`src/pkg/addr_dec_pkg.sv`:
```
// address decoder package: map windows, slot layout, select indices
// assumes a 32-bit processor address space
package addr_dec_pkg;
    localparam int ADDR_W = 32;
    localparam int EXT_SEL_N = 6;
    localparam int SLOT_N = 32;
    localparam int CONF_MAP_BIT = 3;
    localparam int WE_BIT = 7;
    // external/internal memory window bases
    localparam logic [31:0] CS0_BASE = 32'h0000_0000;
    localparam logic [31:0] BOOT_MEM_TOP = 32'h0000_1fff;
    localparam logic [31:0] CS0_BOOT_BASE = 32'h0000_2000;
    localparam logic [31:0] RAM_BASE = 32'h0080_0000;
    localparam logic [31:0] RAM_TOP = 32'h00bf_ffff;
    localparam logic [31:0] CS1_BASE = 32'h0100_0000;
    localparam logic [31:0] CS2_BASE = 32'h0180_0000;
    localparam logic [31:0] CS3_BASE = 32'h0200_0000;
    localparam logic [31:0] CS4_BASE = 32'h0280_0000;
    localparam logic [31:0] CS4_TOP = 32'h02bf_ffff;
    localparam logic [31:0] CS0_IMG_BASE = 32'h0300_0000;
    localparam logic [31:0] BOOT_BASE = 32'h0380_0000;
    localparam logic [31:0] BOOT_TOP = 32'h03bf_ffff;
    localparam logic [31:0] DEBUG_BASE = 32'h03c0_0000;
    localparam logic [31:0] DEBUG_TOP = 32'h03ff_ffff;
    localparam logic [31:0] WIN4M_SIZE = 32'h0040_0000;
    localparam logic [31:0] WIN8M_SIZE = 32'h0080_0000;
    localparam logic [31:0] UNALLOC_BASE = 32'h0400_0000;
    localparam logic [31:0] UNALLOC_TOP = 32'hffcf_ffff;
    localparam logic [31:0] HRAM_BASE = 32'hffd0_0000;
    localparam logic [31:0] HRAM_TOP = 32'hffd0_3fff;
    localparam logic [31:0] HRAM_CTRL = 32'hffe0_0000;
    localparam logic [31:0] HRAM_CTRL_TOP = 32'hffe0_0001;
    // peripheral strobe pages
    localparam logic [15:0] STROBE0_PAGE = 16'hffff;
    localparam logic [15:0] STROBE1_PAGE = 16'hfffe;
    localparam int SLOT_LSB = 11;
    localparam logic [15:0] WDOG_BASE = 16'hf800;
    localparam logic [15:0] WDOG_TOP = 16'hf8ff;
    localparam logic [15:0] DMA_BASE = 16'hfc00;
    localparam logic [15:0] DMA_TOP = 16'hfcff;
    localparam logic [15:0] CONF_BASE = 16'hf000;
    localparam logic [15:0] CONF_WORD_TOP = 16'hf00f;
    localparam logic [15:0] DIE_ID_BASE = 16'hf010;
    localparam logic [15:0] DIE_ID_TOP = 16'hf017;
    localparam logic [4:0] IRDA_SLOT = 5'h0a;
    localparam logic [4:0] CONF_SLOT = 5'h1e;
    // populated slots: bit set means a device answers in that slot
    localparam logic [31:0] S0_USED_SLOTS = 32'h010c_5c04;
    localparam logic [31:0] S1_USED_SLOTS = 32'h4003_a3fb;
    // slot widths: bit set means byte-wide slot
    localparam logic [31:0] S0_BYTE_SLOTS = 32'h0000_1c00;
    localparam logic [31:0] S1_BYTE_SLOTS = 32'h0003_8028;
    // data width codes
    localparam logic [1:0] WIDTH_8 = 2'h0;
    localparam logic [1:0] WIDTH_16 = 2'h1;
    localparam logic [1:0] WIDTH_32 = 2'h2;
    // default write-permit reset: all enabled except select 0
    localparam logic [5:0] WE_RESET = 6'h3e;
    // target classes
    typedef enum logic [5:0] {
        TGT_NONE = 6'b000001,
        TGT_EXT = 6'b000010,
        TGT_INT = 6'b000100,
        TGT_SYS = 6'b001000,
        TGT_STB0 = 6'b010000,
        TGT_STB1 = 6'b100000
    } target_t;
endpackage

```
`src/core/mcu_address_decoder.sv`:
```
// address decoder: steers core accesses to memory selects or peripheral strobes
// assumes a registered access address valid for one bus cycle at i_acc_valid
`timescale 1ns/100ps
`default_nettype none
module mcu_address_decoder (
    // clock and reset
    input wire logic i_clk,
    input wire logic i_nrst,
    // access from core
    input wire logic i_acc_valid,
    input wire logic [addr_dec_pkg::ADDR_W-1:0] i_addr,
    input wire logic i_write,
    input wire logic [1:0] i_size,
    // configuration
    input wire logic i_boot_select_pin,
    input wire logic [7:0] i_core_config_register,
    input wire logic [addr_dec_pkg::EXT_SEL_N-1:0] i_write_permit,
    // memory selects, active low
    output logic o_ext_select_zero_n,
    output logic o_ext_select_one_n,
    output logic o_ext_select_two_n,
    output logic o_ext_select_three_n,
    output logic o_ext_select_four_n,
    output logic o_internal_ram_select_n,
    output logic o_internal_boot_select_n,
    output logic o_debug_block_select_n,
    output logic o_shared_host_ram_select_n,
    output logic o_shared_host_ctrl_select_n,
    // peripheral strobes, active low
    output logic o_strobe0_n,
    output logic o_strobe1_n,
    output logic [addr_dec_pkg::SLOT_N-1:0] o_slot_select_n,
    output logic o_sys_block_select_n,
    // answer
    output logic o_is_peripheral,
    output logic [1:0] o_slot_width,
    output logic o_abort,
    output logic o_error
);
    import addr_dec_pkg::*;

    logic wide_map;
    logic [31:0] win;
    logic [15:0] page;
    logic [15:0] off;
    logic [4:0] slot;
    logic sel0, sel1, sel2, sel3, sel4, ram, boot, dbg, hram, hctrl;
    logic stb0, stb1, sysb, slot_ok;
    logic [2:0] ext_idx;
    logic ext_hit;
    logic [1:0] width;
    logic wr_blocked;
    logic [1:0] width_r;
    logic abort_r, error_r;
    logic [1:0] width_nxt;
    logic abort_nxt, error_nxt;
    target_t tgt;

    assign wide_map = i_core_config_register[CONF_MAP_BIT];
    assign win = wide_map ? WIN8M_SIZE : WIN4M_SIZE;
    assign page = i_addr[31:16];
    assign off = i_addr[15:0];
    assign slot = off[15:SLOT_LSB];

    // memory side windows
    always_comb begin
        sel0 = 1'b0;
        sel1 = 1'b0;
        sel2 = 1'b0;
        sel3 = 1'b0;
        sel4 = 1'b0;
        ram = 1'b0;
        boot = 1'b0;
        dbg = 1'b0;
        hram = 1'b0;
        hctrl = 1'b0;
        if (i_addr < CS0_BASE + win) begin
            if (!i_boot_select_pin && i_addr <= BOOT_MEM_TOP) begin
                boot = 1'b1;
            end else begin
                sel0 = i_boot_select_pin || i_addr >= CS0_BOOT_BASE;
            end
        end
        if (i_addr >= RAM_BASE && i_addr <= RAM_TOP) begin
            ram = 1'b1;
        end
        if (i_addr >= CS1_BASE && i_addr < CS1_BASE + win) begin
            sel1 = 1'b1;
        end
        if (i_addr >= CS2_BASE && i_addr < CS2_BASE + win) begin
            sel2 = 1'b1;
        end
        if (i_addr >= CS3_BASE && i_addr < CS3_BASE + win) begin
            sel3 = 1'b1;
        end
        if (i_addr >= CS4_BASE && i_addr <= CS4_TOP) begin
            sel4 = 1'b1;
        end
        if (i_addr >= CS0_IMG_BASE && i_addr < CS0_IMG_BASE + win && i_addr < BOOT_BASE) begin
            sel0 = 1'b1;
        end
        if (i_boot_select_pin && i_addr >= BOOT_BASE && i_addr <= BOOT_TOP) begin
            boot = 1'b1;
        end
        if (i_addr >= DEBUG_BASE && i_addr <= DEBUG_TOP) begin
            dbg = 1'b1;
        end
        if (i_addr >= HRAM_BASE && i_addr <= HRAM_TOP) begin
            hram = i_size != WIDTH_8;
        end
        if (i_addr >= HRAM_CTRL && i_addr <= HRAM_CTRL_TOP) begin
            hctrl = 1'b1;
        end
    end

    // peripheral strobe pages
    always_comb begin
        stb0 = 1'b0;
        stb1 = 1'b0;
        sysb = 1'b0;
        slot_ok = 1'b0;
        width = WIDTH_16;
        if (page == STROBE0_PAGE) begin
            if (off >= WDOG_BASE) begin
                slot_ok = off <= WDOG_TOP;
                sysb = off > WDOG_TOP;
                stb0 = 1'b1;
            end else begin
                stb0 = 1'b1;
                slot_ok = S0_USED_SLOTS[slot];
                width = S0_BYTE_SLOTS[slot] ? WIDTH_8 : WIDTH_16;
            end
        end else if (page == STROBE1_PAGE) begin
            stb1 = 1'b1;
            if (slot == CONF_SLOT) begin
                slot_ok = off <= CONF_WORD_TOP || (off >= DIE_ID_BASE && off <= DIE_ID_TOP);
            end else begin
                slot_ok = S1_USED_SLOTS[slot];
            end
            width = S1_BYTE_SLOTS[slot] ? WIDTH_8 : WIDTH_16;
        end
    end

    // select zero through four, internal RAM as select 5
    always_comb begin
        ext_idx = 3'h0;
        ext_hit = 1'b1;
        if (sel0) begin
            ext_idx = 3'h0;
        end else if (sel1) begin
            ext_idx = 3'h1;
        end else if (sel2) begin
            ext_idx = 3'h2;
        end else if (sel3) begin
            ext_idx = 3'h3;
        end else if (sel4) begin
            ext_idx = 3'h4;
        end else if (ram) begin
            ext_idx = 3'h5;
        end else begin
            ext_hit = boot;
        end
    end

    assign wr_blocked = i_write && ext_hit && !boot && !i_write_permit[ext_idx];

    // target class of the access, one hot
    always_comb begin
        tgt = TGT_NONE;
        if (sel0 || sel1 || sel2 || sel3 || sel4) begin
            tgt = TGT_EXT;
        end else if (ram || boot) begin
            tgt = TGT_INT;
        end else if (dbg || hram || hctrl) begin
            tgt = TGT_SYS;
        end else if (stb0 && (slot_ok || sysb)) begin
            tgt = TGT_STB0;
        end else if (stb1 && slot_ok) begin
            tgt = TGT_STB1;
        end
    end

    // selects: active low, qualified by valid; external and internal RAM selects also by write permit
    logic mem_go, per_go;
    assign mem_go = i_acc_valid && !wr_blocked;
    assign per_go = i_acc_valid && (stb0 || stb1) && (slot_ok || sysb);
    assign o_ext_select_zero_n = !(mem_go && sel0);
    assign o_ext_select_one_n = !(mem_go && sel1);
    assign o_ext_select_two_n = !(mem_go && sel2);
    assign o_ext_select_three_n = !(mem_go && sel3);
    assign o_ext_select_four_n = !(mem_go && sel4);
    assign o_internal_ram_select_n = !(mem_go && ram);
    assign o_internal_boot_select_n = !(mem_go && boot);
    assign o_debug_block_select_n = !(i_acc_valid && dbg);
    assign o_shared_host_ram_select_n = !(i_acc_valid && hram);
    assign o_shared_host_ctrl_select_n = !(i_acc_valid && hctrl);
    assign o_strobe0_n = !(per_go && stb0);
    assign o_strobe1_n = !(per_go && stb1);
    assign o_sys_block_select_n = !(per_go && sysb);
    always_comb begin
        o_slot_select_n = '1;
        if (per_go && slot_ok) begin
            o_slot_select_n[slot] = 1'b0;
        end
    end
    assign o_is_peripheral = stb0 || stb1;

    // answer flags, one cycle after the access
    assign abort_nxt = i_acc_valid && wr_blocked;
    assign error_nxt = i_acc_valid && tgt == TGT_NONE;
    assign width_nxt = (stb0 || stb1) ? width : WIDTH_32;

    always_ff @(posedge i_clk or negedge i_nrst) begin
        if (!i_nrst) begin
            abort_r <= 1'b0;
        end else begin
            abort_r <= abort_nxt;
        end
    end

    always_ff @(posedge i_clk or negedge i_nrst) begin
        if (!i_nrst) begin
            error_r <= 1'b0;
        end else begin
            error_r <= error_nxt;
        end
    end

    always_ff @(posedge i_clk or negedge i_nrst) begin
        if (!i_nrst) begin
            width_r <= WIDTH_16;
        end else begin
            width_r <= width_nxt;
        end
    end
    assign o_abort = abort_r;
    assign o_error = error_r;
    assign o_slot_width = width_r;
endmodule
`default_nettype wire

```
`config.mk`:
```
export PLATFORM = sky130hd
export DESIGN_NAME = mcu_address_decoder
export DESIGN_NICKNAME = d
export VERILOG_FILES = /design/src/pkg/addr_dec_pkg.sv /design/src/core/mcu_address_decoder.sv
export SDC_FILE = /design/constraint.sdc
export NUM_CORES = 1
export LEC_CHECK = 0
export ABC_AREA = 1
export ABC_CLOCK_PERIOD_IN_PS = 4000
export BUFFER_PORTS_ARGS = -buffer_cell sky130_fd_sc_hd__buf_4
export CAP_MARGIN = 20
export CORE_ASPECT_RATIO = 1.1
export CORE_MARGIN = 2
export CORE_UTILIZATION = 30
export CTS_BUF_LIST = sky130_fd_sc_hd__clkbuf_4
export DETAILED_ROUTE_END_ITERATION = 8
export PLACE_DENSITY_LB_ADDON = 0.08
export RECOVER_POWER = 50
export SYNTH_ARGS = -nofsm -noshare
export SYNTH_HDL_FRONTEND = slang
export SYNTH_SLANG_ARGS = --single-unit
```
`constraint.sdc`:
```
create_clock -name i_clk -period 4 [get_ports i_clk]
set_input_delay 0.2 -clock i_clk [delete_from_list [all_inputs] [get_ports i_clk]]
set_output_delay 0.2 -clock i_clk [all_outputs]
set_load 0.005 [all_outputs]
```
* After elaboration in Yosys (flattened, before gate mapping) *
Memory sizes are Yosys's and may differ from the RTL's.
Index checks and enable logic that the tools add are counted.

word-level totals
  bits in registers = 4
  output and inout port bits = 50
  memory bits (read-only) = 128
  memories = 4
  bits of input ports = 53

memories
  memory           depth  bits a word  rd ports  clocked after Yosys merged registers in  write ports  line                        source
  (no name shown)  32     1            1         0                                        0            mcu_address_decoder.sv:140  width = S1_BYTE_SLOTS[slot] ? WIDTH_8 : WIDTH_16;
  (no name shown)  32     1            1         0                                        0            mcu_address_decoder.sv:138  slot_ok = S1_USED_SLOTS[slot];
  (no name shown)  32     1            1         0                                        0            mcu_address_decoder.sv:131  width = S0_BYTE_SLOTS[slot] ? WIDTH_8 : WIDTH_16;
  (no name shown)  32     1            1         0                                        0            mcu_address_decoder.sv:130  slot_ok = S0_USED_SLOTS[slot];

cells by class
  mux-type cells = 56
  magnitude comparators = 33
  add/sub/neg operators = 4
  bitwise operators = 1
  equal/unequal tests = 4
  reduce and logical (&&, ||, !) cells = 68

operators by type and width
  cell                                                                                   number
  32-bit by 26-bit greater-or-equal comparator with 1-bit output, second input constant  5
  32-bit by 26-bit less-or-equal comparator with 1-bit output, second input constant     3
  32-bit by 25-bit greater-or-equal comparator with 1-bit output, second input constant  2
  32-bit greater-or-equal comparator, second input constant                              2
  32-bit less-or-equal comparator, second input constant                                 2
  32-bit by 26-bit less-than comparator with 1-bit output                                2
  32-bit by 27-bit less-than comparator with 1-bit output                                2
  26-bit by 24-bit adder with 27-bit output, first input constant                        2
  25-bit by 24-bit adder with 26-bit output, first input constant                        2
  16-bit less-or-equal comparator, second input constant                                 3
  1-bit logical AND                                                                      39
  1-bit two-way mux                                                                      39
  16-bit equality test, second input constant                                            2
  16-bit greater-or-equal comparator, second input constant                              2
  32-bit by 14-bit greater-or-equal comparator with 1-bit output, second input constant  1
  32-bit by 24-bit greater-or-equal comparator with 1-bit output, second input constant  1
  32-bit by 13-bit less-or-equal comparator with 1-bit output, second input constant     1
  32-bit by 24-bit less-or-equal comparator with 1-bit output, second input constant     1
  32-bit by 24-bit less-than comparator with 1-bit output                                1
  32-bit by 26-bit less-than comparator with 1-bit output, second input constant         1
  32-bit two-way mux                                                                     1
  32-bit NOT                                                                             1
  6-bit two-way mux                                                                      5
  24-bit two-way mux                                                                     1
  13 further kinds                                                                       45

* Depth between registers and ports, before layout *
  depth in word-level cells = 18
  gate-level depth with buffers = 17

* Worst setup path after synthesis *
OpenSTA, ideal clock, no wires.

  kind = in2out
  start point = in i_core_config_register[3]
  end point = out o_ext_select_four_n
  setup slack = 2.261 ns
  required time = 3.800 ns
  cell stages on the path = 17
  data arrival time = 1.539 ns
  path buffers = 0
  path through = inv_1 -> ha_1 -> nand2_1 -> nand2_1 -> nor2_1 -> nand2_1 -> a21oi_1 -> nand2_1 -> nand2_1 -> nand2_1 -> nand2_1 -> nand2_1 -> nand3_1 -> nand2_1 -> inv_1 -> nand2_4 -> nand3_1

on the way
  longest elaborated chain between the ends = 17
  elaborated cells on any way between the ends = 43
  classes of those cells = add/sub (4); order compare (5); mux (20); reduce/logical (14)

RTL lines
  item                                                                                                                  line                                                    source
  start: declaration                                                                                                    mcu_address_decoder.sv:16                               input wire logic [7:0] i_core_config_register,
  24-bit two-way mux (*)                                                                                                mcu_address_decoder.sv:60                               assign win = wide_map ? WIN8M_SIZE : WIN4M_SIZE;
  26-bit by 24-bit adder with 27-bit output or 32-bit by 24-bit less-than comparator with 1-bit output (tied branches)  mcu_address_decoder.sv:93, mcu_address_decoder.sv:77
  32-bit by 27-bit less-than comparator with 1-bit output or 1-bit two-way mux (tied branches)                          mcu_address_decoder.sv:93, mcu_address_decoder.sv:77
  1-bit logical AND or 1-bit two-way mux (tied branches)                                                                mcu_address_decoder.sv:93, mcu_address_decoder.sv:102
  1-bit two-way mux, on equally long branches                                                                           mcu_address_decoder.sv:93, mcu_address_decoder.sv:158
  3-bit two-way mux or 1-bit two-way mux (tied branches)                                                                mcu_address_decoder.sv:154, mcu_address_decoder.sv:156
  3-bit two-way mux or 1-bit two-way mux (tied branches)                                                                mcu_address_decoder.sv:152, mcu_address_decoder.sv:154
  3-bit two-way mux or 1-bit two-way mux (tied branches)                                                                mcu_address_decoder.sv:150, mcu_address_decoder.sv:152
  3-bit two-way mux or 1-bit two-way mux (tied branches)                                                                mcu_address_decoder.sv:148, mcu_address_decoder.sv:150
  1-bit binary-select mux with 3-bit select or 1-bit two-way mux (tied branches)                                        mcu_address_decoder.sv:165, mcu_address_decoder.sv:148
  1-bit two-way mux (implied by the code) or 1-bit logical AND (tied branches)                                          mcu_address_decoder.sv:165                              assign wr_blocked = i_write && ext_hit && !boot && !i_write_permit[ext_idx];
  1-bit logical NOT or 1-bit logical AND (tied branches)                                                                mcu_address_decoder.sv:165
  1-bit logical AND (*)                                                                                                 mcu_address_decoder.sv:165
  1-bit logical NOT (*)                                                                                                 mcu_address_decoder.sv:185                              assign mem_go = i_acc_valid && !wr_blocked;
  1-bit logical AND (*)                                                                                                 mcu_address_decoder.sv:185
  1-bit logical AND (*)                                                                                                 mcu_address_decoder.sv:191                              assign o_ext_select_four_n = !(mem_go && sel4);
  1-bit logical NOT (*)                                                                                                 mcu_address_decoder.sv:191
  end: declaration                                                                                                      mcu_address_decoder.sv:23                               output logic o_ext_select_four_n,

Mark *: on every way between the ends. The rest lies on a longest branch, timed or not. The select of a mux whose other input is x is not followed.

* Worst setup path after layout *
  start point = in i_addr[24] (netlist bit)
  end point = out o_slot_select_n[14] (netlist bit)

on the way
  longest elaborated chain between the ends = 8
  elaborated cells on any way between the ends = 14
  classes of those cells = eq/ne (2); mux (7); reduce/logical (5)

RTL lines
  item                             line                        source
  start: declaration               mcu_address_decoder.sv:11   input wire logic [addr_dec_pkg::ADDR_W-1:0] i_addr,
  16-bit equality test             mcu_address_decoder.sv:133  end else if (page == STROBE1_PAGE) begin
  1-bit two-way mux                mcu_address_decoder.sv:133
  1-bit two-way mux                mcu_address_decoder.sv:123  if (page == STROBE0_PAGE) begin
  1-bit logical OR                 mcu_address_decoder.sv:186  assign per_go = i_acc_valid && (stb0 || stb1) && (slot_ok || sysb);
  1-bit logical AND (2 in series)  mcu_address_decoder.sv:186
  1-bit logical AND (*)            mcu_address_decoder.sv:202  if (per_go && slot_ok) begin
  32-bit two-way mux (*)           mcu_address_decoder.sv:202
  end: declaration                 mcu_address_decoder.sv:32   output logic [addr_dec_pkg::SLOT_N-1:0] o_slot_select_n,

Mark *: on every way between the ends. The rest lies on a longest branch, timed or not.

==> metrics.cfg <==
[global_route]
grt_max_degree = 13
grt_pass1_wl_um = 7590
gr-total-overflow = 0
grt_pass1_vias = 1809
grt_use_total = 0.162
grt_antenna_before_repair = 0

[timing]
hold_viol = 0
clock.fmax_mhz = 360
fin_ws_ns = 1.22
min_period_ns = 2.78
setup_violations = 0
relSlewSlack = 0.623
max_slew.worst_pin.slew_ns = 0.561
slew_viol_final = 0
setup_tns_ns = 0
whs_ns = 0.316
grt_setup_unrepaired = false
fin_crit_sh = 0.695

[clock_tree]
htreeDepth = 1
numCtsBuffers = 3
cts_resized = 0
clkSinkCount = 4
root_buffer = clkbuf_4
clk_path_buf_depth = 2
clk_pin_slew_ns = 0.05
cts_tree = done
postCtsSetupBuffers = 0
hold_buffers = 1

[worst_setup_path]
crit_path_frequent_cell = nand2_1
max_stage_delay_ns = 0.51
crit_chain = clkbuf_1 -> nand2_1 -> nor3_1 -> nand3_4 -> nor2_1 -> nand3_1 -> nand2_1 -> nand2_1 -> nor3_1 -> nand2_1 -> buf_4
cp-end-kind = output port
critical_path_class = in -> out
cp.required_ns = 3.80
cp_data_arrival_time_ns = 2.58
crit_path_max_fanout = 7
critPathBufInv = 2
critPathSlowestCell = nor3_1
cp-start-kind = primary input
crit_family = simple AND/OR/NAND/NOR gates

[floorplanning]
io_pins = 103
row_count = 26
start_util = 0.312
dieArea_um2 = 5410
die_x_um = 70.3
die_y_um = 76.9
fp.coreArea_um2 = 4650

[drt]
route.detailed.drc = 0
drt-total-wl_um = 4380
drt_iter0_markers = 50
drtPass1Iterations = 4
vias = 1907
wl_per_cell_um = 10.6
detail-route-antenna-nets = 0
vias_per_cell = 4.63

[finish]
n_antenna_cell = 0
fin_nets = 414
utilization = 0.442
syn_to_final_growth_pct = 41.8
final_cells = 412
drive_above_1_share = 0.287

[synth]
avgSynthCellArea_um2 = 5.37
synth_cells = 270
yosysSeqAreaShare = 0.0699
async_flop_share = 1.00
synth_flop_cell = dfrtp_1
synth_edf_count = 0
synth_top_cell_area_share = 0.199
synth.distinct_cells = 35
yosysTopAreaCell = nand2_1
postSynthRegisterBits = 4
synth_area_um2 = 1450
yosysWarnings = 0
ys_top_cells_by_area = nand2_1, inv_1, nor2_1

[power_and_ir_drop]
combPwrFrac = 0.508
p_int_w = 0.000133
netSwitchingPower_w = 0.0000771
switching_share = 0.368
seq_power_share = 0.198
peakVddDrop_mv = 0.0504
p_clk_frac = 0.294
p_leak_nw = 1.08
p_per_area_nw_per_um2 = 102

[placement]
placed_cells = 407
dp_hpwl_um = 3790
gp_congestion = 0.864
pre_cts_ws_ns = 1.80
port_buffers = 86

[run]
cap_violations = 0

[worst_hold_path]
hp-class = in -> async

[status]
outcome = completed

routing by layer:
metal	wire length, um	GRT usage	vias to the layer above
li1	-	-	1019
met5	0	0	-
met1	1860	0.195	832
met4	0	0.0173	0
met2	2290	0.318	56
met3	220	0.00788	0
logic make-up after synthesis:
kind of cell / after synthesis / synth area share
compound gates: 15 / 0.0630
fa+ha+maj: 4 / 0.0345
buf+inv: 63 / 0.192
flops: 4 / 0.0699
other cells: 1 / 0.00259
simple gates: 183 / 0.638
placed cells by master, fill, tap and decap left out, types with 6 or more instances in the layout:
master | synthesis | final
nand3_1 | 23 | 23
o21ai_0 | 6 | 6
clkbuf_4 | 0 | 12
nand2_1 | 77 | 81
nand4_1 | 16 | 16
conb_1 | 1 | 9
nor3_1 | 8 | 12
nor2_1 | 36 | 37
buf_4 | 11 | 74
inv_1 | 44 | 44
final cells by class:
cell class / count / area [um^2]
clock buffer: 4 / 30.0
fill: 564 / 2590
inverter: 50 / 188
multi-input combinational: 211 / 1030
sequential: 4 / 101
tap: 56 / 70.1
timing repair buffer: 87 / 641
sequential cells by signal (all words and copies together) (netlist names):
register	cells
o_abort	1
o_error	1
o_slot_width	2
power groups by stage:
stage / clock network [W] / logic, W / registers (W)
2_1_floorplan: 0 / 0.0000629 / 0.0000421
3_3_place_gp: 0 / 0.000110 / 0.0000420
3_5_place_dp: 0 / 0.000111 / 0.0000420
4_1_cts: 0.0000638 / 0.000112 / 0.0000415
5_1_grt: 0.0000686 / 0.000121 / 0.0000414
6_report: 0.0000617 / 0.000107 / 0.0000415
cells in the mapped netlist (2+ instances only):
| library cell | number |
|---|---|
| nand2_4 | 3 |
| nor3_4 | 4 |
| nand2_2 | 2 |
| inv_2 | 5 |
| nand2_1 | 77 |
| nand4_1 | 16 |
| nor2_4 | 3 |
| nor3_1 | 8 |
| a21oi_1 | 4 |
| inv_1 | 44 |
| nand3_1 | 23 |
| ha_1 | 4 |
| nor2_1 | 36 |
| dfrtp_1 | 3 |
| o21ai_0 | 6 |
| or2_2 | 3 |
| buf_4 | 11 |
worst paths after layout:
| kind | startpoint | endpoint | slack, ns | depth (start not counted) |
|---|---|---|---|---|
| setup / recovery | i_addr[24] | o_slot_select_n[14] | 1.22 | 11 |
| hold / removal | i_nrst | o_abort | 0.32 | 2 |
| max in group asynchronous | i_nrst | o_slot_width[0] | 3.43 | 2 |
| min in group i_clk | i_addr[14] | o_slot_width[0] | 0.37 | 3 |
stage by stage:
stage | area [um^2] | total power (W)
after CTS | 2140 | 0.000217
after floorplan | 1480 | 0.000105
final | 2060 | 0.000210
after global routing | 2060 | 0.000231
after global placement | 2100 | 0.000152
after detailed placement | 2100 | 0.000153
Note: power is estimated with default switching activity, not from simulation.
